`config.mk`:
```
export PLATFORM = sky130hd
export DESIGN_NAME = fvt_regs
export DESIGN_NICKNAME = d
export VERILOG_FILES = /design/src/pkg/fvt_pkg.sv /design/src/core/fvt_regs.sv
export SDC_FILE = /design/constraint.sdc
export NUM_CORES = 1
export LEC_CHECK = 0
export ABC_AREA = 1
export BUFFER_PORTS_ARGS = -buffer_cell sky130_fd_sc_hd__buf_2
export CORE_MARGIN = 8
export CORE_UTILIZATION = 58
export CTS_BUF_LIST = sky130_fd_sc_hd__clkbuf_16
export CTS_CLUSTER_SIZE = 20
export DETAILED_ROUTE_END_ITERATION = 10
export PLACE_DENSITY = 0.87
export SYNTH_ARGS = -nofsm -noshare
export SYNTH_HDL_FRONTEND = slang
export SYNTH_SLANG_ARGS = --single-unit
export TNS_END_PERCENT = 5
```
`constraint.sdc`:
```
create_clock -name clk -period 8.1 [get_ports clk]
set_input_delay 1.62 -clock clk [delete_from_list [all_inputs] [get_ports clk]]
set_output_delay 1.62 -clock clk [all_outputs]
set_load 0.02 [all_outputs]
```
`src/pkg/fvt_pkg.sv`:
```
// Constants and carrier types for the frequency and input threshold register bank
package fvt_pkg;
  localparam logic [7:0] CMD_FREQ = 8'h33;
  localparam logic [7:0] CMD_INPUT_TURN_ON_THRESHOLD = 8'h35;
  localparam logic [7:0] CMD_INPUT_TURN_OFF_THRESHOLD = 8'h36;
  localparam int MANT_W = 4;
  localparam int UPPER_LSB = 4;
  localparam logic [11:0] FREQ_UPPER = 12'h380;
  localparam logic [11:0] VIN_UPPER = 12'h000;
  localparam logic [3:0] FREQ_MANT_RST = 4'h7;
  localparam logic [3:0] INPUT_TURN_ON_THRESHOLD_MANT_RST = 4'hA;
  localparam logic [3:0] INPUT_TURN_OFF_THRESHOLD_MANT_RST = 4'h9;
  localparam logic [3:0] STRAP_MANT_0 = 4'h4;
  localparam logic [3:0] STRAP_MANT_1 = 4'h6;
  localparam logic [3:0] STRAP_MANT_2 = 4'h7;
  localparam logic [3:0] STRAP_MANT_3 = 4'hA;

  typedef struct packed {
    logic wr;
    logic rd;
    logic [7:0] code;
    logic [15:0] wdata;
  } fvt_cmd_t;

  typedef struct packed {
    logic valid;
    logic [15:0] rdata;
  } fvt_rsp_t;

  typedef struct packed {
    logic [3:0] freq;
    logic [3:0] input_turn_on_threshold;
    logic [3:0] input_turn_off_threshold;
  } fvt_mant_t;
endpackage

```
`src/core/fvt_regs.sv`:
```
// Switching frequency and input turn-on/turn-off threshold registers with conversion gating
`timescale 1ns/10ps
module fvt_regs
(
  input wire logic clk,
  input wire logic nrst,
  input fvt_pkg::fvt_cmd_t cmd,
  input wire logic use_strap,
  input wire logic [1:0] frequency_strap_pin,
  input fvt_pkg::fvt_mant_t nvm_mant,
  input wire logic nvm_restore,
  input wire logic [15:0] power_input_voltage,
  input wire logic enable_conditions_met,
  input wire logic status_clear,
  output fvt_pkg::fvt_rsp_t rsp,
  output logic [11:0] freq_khz,
  output logic [15:0] input_turn_on_threshold_mv,
  output logic [15:0] input_turn_off_threshold_mv,
  output logic conversion_on,
  output logic input_undervoltage_flag,
  output logic invalid_data_flag,
  output logic host_notify
);
  import fvt_pkg::*;

  fvt_mant_t mant_q;
  logic load_pending_q;
  fvt_rsp_t rsp_q;
  logic [11:0] freq_khz_q;
  logic [15:0] input_turn_on_threshold_mv_q;
  logic [15:0] input_turn_off_threshold_mv_q;
  logic conv_q;
  logic uv_flag_q;
  logic uv_masked_q;
  logic invalid_q;
  logic notify_q;
  logic wr_ok;
  logic wr_bad;
  logic [3:0] strap_mant;

  function automatic logic mapped(input logic [7:0] code);
    return code == CMD_FREQ || code == CMD_INPUT_TURN_ON_THRESHOLD || code == CMD_INPUT_TURN_OFF_THRESHOLD;
  endfunction

  function automatic logic word_ok(input logic [7:0] code, input logic [15:0] w);
    if (code == CMD_FREQ)
      return w[15:UPPER_LSB] == FREQ_UPPER;
    return mapped(code) && w[15:UPPER_LSB] == VIN_UPPER;
  endfunction

  function automatic logic [11:0] freq_dec(input logic [3:0] m);
    logic [11:0] f;
    f = 12'h190;
    if (m == 4'hF) f = 12'h7D0;
    else if (m >= 4'hD) f = 12'h708;
    else if (m >= 4'hA) f = 12'h578;
    else if (m == 4'h9) f = 12'h4B0;
    else if (m >= 4'h7) f = 12'h3E8;
    else if (m == 4'h6) f = 12'h320;
    else if (m >= 4'h4) f = 12'h258;
    return f;
  endfunction

  function automatic logic [15:0] on_dec(input logic [3:0] m);
    logic [15:0] v;
    v = 16'h09C4;
    if (m >= 4'hA) v = 16'h2710;
    else if (m >= 4'h5) v = 16'(m) * 16'h03E8;
    else if (m >= 4'h3) v = 16'h0ED8;
    return v;
  endfunction

  function automatic logic [15:0] off_dec(input logic [3:0] m);
    logic [15:0] v;
    v = 16'h08FC;
    if (m >= 4'hA) v = 16'h251C;
    else if (m >= 4'h6) v = 16'(m) * 16'h03E8 - 16'h01F4;
    else if (m == 4'h5) v = 16'h1068;
    else if (m >= 4'h3) v = 16'h0E10;
    return v;
  endfunction

  assign wr_ok = cmd.wr && word_ok(cmd.code, cmd.wdata);
  assign wr_bad = cmd.wr && !word_ok(cmd.code, cmd.wdata);

  // Strap decode limited to four supported settings
  always_comb
  begin
    unique case (frequency_strap_pin)
      2'h0: strap_mant = STRAP_MANT_0;
      2'h1: strap_mant = STRAP_MANT_1;
      2'h2: strap_mant = STRAP_MANT_2;
      2'h3: strap_mant = STRAP_MANT_3;
    endcase
  end

  // Initial load on the first clock edge after reset release
  always_ff @(posedge clk)
  begin
    load_pending_q <= !nrst;
  end

  // Mantissa storage
  always_ff @(posedge clk)
  begin
    if (!nrst)
    begin
      mant_q.freq <= FREQ_MANT_RST;
      mant_q.input_turn_on_threshold <= INPUT_TURN_ON_THRESHOLD_MANT_RST;
      mant_q.input_turn_off_threshold <= INPUT_TURN_OFF_THRESHOLD_MANT_RST;
    end
    else if (load_pending_q || nvm_restore)
    begin
      mant_q.freq <= use_strap ? strap_mant : nvm_mant.freq;
      mant_q.input_turn_on_threshold <= nvm_mant.input_turn_on_threshold;
      mant_q.input_turn_off_threshold <= nvm_mant.input_turn_off_threshold;
    end
    else if (wr_ok)
    begin
      if (cmd.code == CMD_FREQ)
        mant_q.freq <= cmd.wdata[MANT_W-1:0];
      if (cmd.code == CMD_INPUT_TURN_ON_THRESHOLD)
        mant_q.input_turn_on_threshold <= cmd.wdata[MANT_W-1:0];
      if (cmd.code == CMD_INPUT_TURN_OFF_THRESHOLD)
        mant_q.input_turn_off_threshold <= cmd.wdata[MANT_W-1:0];
    end
  end

  // Read path with fixed upper bits
  always_ff @(posedge clk)
  begin
    if (!nrst)
      rsp_q <= '0;
    else
    begin
      rsp_q.valid <= cmd.rd;
      if (cmd.rd && cmd.code == CMD_FREQ)
        rsp_q.rdata <= {FREQ_UPPER, mant_q.freq};
      else if (cmd.rd && cmd.code == CMD_INPUT_TURN_ON_THRESHOLD)
        rsp_q.rdata <= {VIN_UPPER, mant_q.input_turn_on_threshold};
      else if (cmd.rd && cmd.code == CMD_INPUT_TURN_OFF_THRESHOLD)
        rsp_q.rdata <= {VIN_UPPER, mant_q.input_turn_off_threshold};
      else
        rsp_q.rdata <= 16'h0000;
    end
  end

  // Decoded settings
  always_ff @(posedge clk)
  begin
    if (!nrst)
    begin
      freq_khz_q <= freq_dec(FREQ_MANT_RST);
      input_turn_on_threshold_mv_q <= on_dec(INPUT_TURN_ON_THRESHOLD_MANT_RST);
      input_turn_off_threshold_mv_q <= off_dec(INPUT_TURN_OFF_THRESHOLD_MANT_RST);
    end
    else
    begin
      freq_khz_q <= freq_dec(mant_q.freq);
      input_turn_on_threshold_mv_q <= on_dec(mant_q.input_turn_on_threshold);
      input_turn_off_threshold_mv_q <= off_dec(mant_q.input_turn_off_threshold);
    end
  end

  // Invalid data status and host notification
  always_ff @(posedge clk)
  begin
    if (!nrst)
    begin
      invalid_q <= 1'b0;
      notify_q <= 1'b0;
    end
    else
    begin
      notify_q <= wr_bad;
      if (wr_bad)
        invalid_q <= 1'b1;
      else if (status_clear)
        invalid_q <= 1'b0;
    end
  end

  // Conversion gating
  always_ff @(posedge clk)
  begin
    if (!nrst)
      conv_q <= 1'b0;
    else if (!enable_conditions_met)
      conv_q <= 1'b0;
    else if (conv_q && power_input_voltage < input_turn_off_threshold_mv_q)
      conv_q <= 1'b0;
    else if (!conv_q && power_input_voltage >= input_turn_on_threshold_mv_q)
      conv_q <= 1'b1;
  end

  // Undervoltage mask, cleared once, re-armed only by reset
  always_ff @(posedge clk)
  begin
    if (!nrst)
      uv_masked_q <= 1'b1;
    else if (power_input_voltage > input_turn_on_threshold_mv_q)
      uv_masked_q <= 1'b0;
  end

  // Undervoltage flag, set wins over clear
  always_ff @(posedge clk)
  begin
    if (!nrst)
      uv_flag_q <= 1'b0;
    else if (enable_conditions_met && !uv_masked_q && power_input_voltage < input_turn_off_threshold_mv_q)
      uv_flag_q <= 1'b1;
    else if (status_clear)
      uv_flag_q <= 1'b0;
  end

  assign rsp = rsp_q;
  assign freq_khz = freq_khz_q;
  assign input_turn_on_threshold_mv = input_turn_on_threshold_mv_q;
  assign input_turn_off_threshold_mv = input_turn_off_threshold_mv_q;
  assign conversion_on = conv_q;
  assign input_undervoltage_flag = uv_flag_q;
  assign invalid_data_flag = invalid_q;
  assign host_notify = notify_q;

  property p_freq_read;
    @(posedge clk) disable iff (!nrst)
    cmd.rd && cmd.code == CMD_FREQ |=> rsp.valid && rsp.rdata[15:4] == 12'h380;
  endproperty
  a_freq_read: assert property (p_freq_read) else $error("frequency fixed bits wrong");

  property p_vin_read;
    @(posedge clk) disable iff (!nrst)
    cmd.rd && (cmd.code == CMD_INPUT_TURN_ON_THRESHOLD || cmd.code == CMD_INPUT_TURN_OFF_THRESHOLD) |=> rsp.rdata[15:4] == 12'h000;
  endproperty
  a_vin_read: assert property (p_vin_read) else $error("threshold fixed bits wrong");

  property p_bad_write;
    @(posedge clk) disable iff (!nrst)
    cmd.wr && mapped(cmd.code) && !word_ok(cmd.code, cmd.wdata) && !load_pending_q && !nvm_restore
      |=> $stable(mant_q) && invalid_data_flag && host_notify;
  endproperty
  a_bad_write: assert property (p_bad_write) else $error("invalid write not rejected");

  property p_good_write;
    @(posedge clk) disable iff (!nrst)
    cmd.wr && cmd.code == CMD_FREQ && cmd.wdata[15:4] == 12'h380 && !load_pending_q && !nvm_restore
      |=> mant_q.freq == $past(cmd.wdata[3:0]) ##1 freq_khz == freq_dec($past(mant_q.freq));
  endproperty
  a_good_write: assert property (p_good_write) else $error("frequency write not applied");

  property p_strap_load;
    @(posedge clk) disable iff (!nrst)
    (load_pending_q || nvm_restore) && use_strap
      |=> ##1 (freq_khz == 12'h258 || freq_khz == 12'h320 || freq_khz == 12'h3E8 || freq_khz == 12'h578);
  endproperty
  a_strap_load: assert property (p_strap_load) else $error("strap frequency unsupported");

  property p_conv_start;
    @(posedge clk) disable iff (!nrst)
    $rose(conversion_on) |-> $past(power_input_voltage) >= $past(input_turn_on_threshold_mv) && $past(enable_conditions_met);
  endproperty
  a_conv_start: assert property (p_conv_start) else $error("conversion started below threshold");

  property p_uv_masked;
    @(posedge clk) disable iff (!nrst)
    $rose(input_undervoltage_flag) |-> !$past(uv_masked_q);
  endproperty
  a_uv_masked: assert property (p_uv_masked) else $error("flag set while masked");

  property p_conv_stop;
    @(posedge clk) disable iff (!nrst)
    conversion_on && enable_conditions_met && power_input_voltage < input_turn_off_threshold_mv && !uv_masked_q
      |=> !conversion_on && input_undervoltage_flag;
  endproperty
  a_conv_stop: assert property (p_conv_stop) else $error("low input did not stop conversion");

  property p_mask_once;
    @(posedge clk) disable iff (!nrst)
    !uv_masked_q |=> !uv_masked_q;
  endproperty
  a_mask_once: assert property (p_mask_once) else $error("mask re-armed without reset");

endmodule // fvt_regs

```
==> results.py <==
metrics = {
    "status": {
        "status": "finished clean",
    },
    "worst_setup_path": {
        "critPathKind": "reg2reg",
        "worstSetupStartpointType": "register",
        "critPathCaptureType": "register",
        "cp_max_fo": 12,
        "cp.required_ns": 8.33,
        "critical_path_arrival_ns": 3.50,
    },
    "clock_tree": {
        "cts_root_buf": "clkbuf_16",
        "cts_max_level": 3,
        "hold_buffers": 0,
        "cts_buffers": 9,
        "clockBufferDepth": 2,
        "cts_resized": 0,
        "clkTransAtPathRegs_ns": 0.05,
        "cts_tree": "built",
        "post_cts_buffers": 0,
        "clkLatencyLatePin_ns": 0.33,
        "clock-sinks": 57,
    },
    "floorplanning": {
        "die_h_um": 107,
        "pin_count": 127,
        "coreArea_mm2": 0.00813,
        "design.die.area_mm2": 0.0115,
        "start_util": 0.591,
        "fp-row-count": 33,
        "die_x_um": 107,
    },
    "layout": {
        "multi_input_area_mm2": 0.00305,
        "nets": 914,
        "drive_gt1_frac": 0.234,
        "stdcell_count": 886,
        "num_antenna_cells": 0,
        "utilization": 0.699,
        "synthToLayoutAreaGrowth_pct": 18.2,
        "register_area_mm2": 0.00114,
        "fill_cells": 617,
    },
    "detailed_routing": {
        "firstDrtPassIters": 5,
        "wirelength_mm": 12.4,
        "wl_per_cell_um": 14.0,
        "drc": 0,
        "drt_iter0_markers": 216,
        "vias_per_cell": 5.14,
        "ant_nets": 0,
        "via_count": 4558,
    },
    "sta": {
        "final_max_slew_viol_count": 0,
        "period_share": 0.404,
        "maxSlewHeadroom": 0.273,
        "min_period_ns": 3.27,
        "fin_setup_tns_ns": 0,
        "setup_slack_ns": 4.83,
        "grt_setup_unrepaired": "false",
        "worst_pin_slew_ns": 1.08,
        "fmax_mhz": 306,
        "finalHoldViolCount": 0,
        "finalSetupViolCount": 0,
        "fin_skew_ns": 0.00798,
    },
    "synthesis": {
        "ys_seq_elements": 57,
        "synth_flop_cell": "dfxtp_1",
        "ys_types": 42,
        "ys_seq_area_frac": 0.237,
        "yosys_warnings": 0,
        "synth-edff-count": 0,
        "netlist_area_mm2": 0.00481,
        "synth_top_area_share": 0.237,
        "async_flop_share": 0,
        "synth_area_leaders": "dfxtp_1, ha_1, nand2_1",
        "syn_area_per_cell_um2": 7.18,
        "yosysTopAreaCell": "dfxtp_1",
        "syn-instance-count": 670,
    },
    "power": {
        "power_w": 0.00129,
        "leakagePower_nw": 3.17,
        "power.density_mw_per_mm2": 226,
        "ir_drop_v": 0.000117,
    },
    "global_route": {
        "grt_antenna_before_repair": 0,
        "grt_pass1_wl_mm": 20.5,
        "grt_pass1_vias": 4675,
        "grt.overflow.total": 0,
        "track_usage": 0.217,
        "grt_max_degree": 23,
    },
    "place": {
        "dpl.cell_count": 870,
        "gp_congestion": 0.918,
        "dp_hpwl_mm": 10.2,
        "dpl_worst_slack_ns": 4.62,
        "io_buffers": 107,
    },
    "run": {
        "max_cap_viol_count": 0,
    },
    "hold_path": {
        "worstHoldPathType": "reg2reg",
    },
}
==> state kept, by name (all words and copies together), names as in the netlist <==
signal	cells
uv_masked_q	1
host_notify	1
load_pending_q	1
invalid_data_flag	1
input_undervoltage_flag	1
mant_q	12
rsp	6
conversion_on	1
input_turn_off_threshold_mv	13
freq_khz	8
input_turn_on_threshold_mv	12
==> placed cells by master, fill, tap and decap left out, types with 3 or more instances in the layout <==
cell type | netlist | layout
a21oi_1 | 30 | 30
a21oi_2 | 8 | 8
buf_2 | 1 | 107
bufinv_16 | 0 | 3
clkbuf_16 | 0 | 9
conb_1 | 1 | 19
dfxtp_1 | 57 | 57
fa_1 | 14 | 14
ha_1 | 62 | 62
inv_1 | 117 | 117
inv_2 | 10 | 10
nand2_1 | 144 | 144
nand2_2 | 13 | 13
nand2_4 | 6 | 6
nand3_1 | 43 | 43
nand3_2 | 8 | 8
nand4_1 | 6 | 6
nor2_1 | 48 | 48
nor2_2 | 6 | 6
nor2_4 | 3 | 3
nor3_1 | 4 | 4
o211ai_1 | 4 | 4
o21ai_0 | 27 | 27
o31ai_1 | 3 | 3
==> path summary, 6_finish.rpt <==
| path | start | to | slack, ns | cells past startpoint |
|---|---|---|---|---|
| setup reg to reg | mant_q[1] | input_turn_off_threshold_mv[12] | 4.83 | 15 |
| setup / recovery | mant_q[1] | input_turn_off_threshold_mv[12] | 4.83 | 15 |
| hold / removal | uv_masked_q | uv_masked_q | 0.49 | 2 |
| hold reg to reg | uv_masked_q | uv_masked_q | 0.49 | 2 |
==> kinds of logic after synthesis <==
group	synth area share
buffers and inverters	0.142
and+or+nand+nor	0.289
adders and majority gates	0.220
AOI/OAI and AO/OA	0.104
other	0.000780
xor gates and xnor gates	0.00729
DFF	0.237
==> layout make-up <==
type,count,area share
Sequential cell,57,0.201
Multi-Input combinational cell,474,0.537
Inverter,127,0.0838
Clock buffer,9,0.0396
Tap cell,105,0.0231
Clock inverter,7,0.0220
Timing Repair Buffer,107,0.0942
==> worst max-delay path, stage by stage (launching register included) <==
cell     delay [ns]
dfxtp_1        0.47
fa_1           0.68
inv_1          0.11
fa_1           0.50
inv_1          0.06
ha_1           0.36
a21oi_2        0.19
nand2_2        0.08
nand2_1        0.08
nand2_1        0.05
nand2_1        0.09
nand2_4        0.07
o21ai_0        0.19
nand3_1        0.10
nand2_1        0.10
inv_1          0.04
==> power breakdown <==
part | leakage, nW | switching, W | internal [W]
sequential | 0.471 | 0.0000280 | 0.000312
combinational | 2.53 | 0.000318 | 0.000184
clock | 0.171 | 0.000140 | 0.000303
total | 3.17 | 0.000486 | 0.000799
==> Yosys cell counts, drive strengths merged (3+ instances only) <==
| cell | number |
|---|---|
| nor3 | 5 |
| buf | 25 |
| nand4 | 6 |
| ha | 62 |
| fa | 14 |
| o211ai | 4 |
| dfxtp | 57 |
| nand3 | 53 |
| o31ai | 3 |
| nand2 | 163 |
| a21oi | 38 |
| o21ai | 30 |
| nor2 | 57 |
| clkbuf | 5 |
| inv | 127 |
==> metal layers <==
layer,track usage,part of all wire
met5,0,0
met1,0.230,0.40
met4,0.102,0.028
met2,0.393,0.49
met3,0.0540,0.075
==> per-stage QoR <==
stage | instance area (um^2) | hold WS, ns
detailed placement | 5340 | 0.483
floorplan | 4880 | 0.419
CTS | 5690 | 0.492
global route | 5690 | 0.517
global placement | 5340 | 0.433
finish | 5690 | 0.487
(Power assumes the default switching activity.)
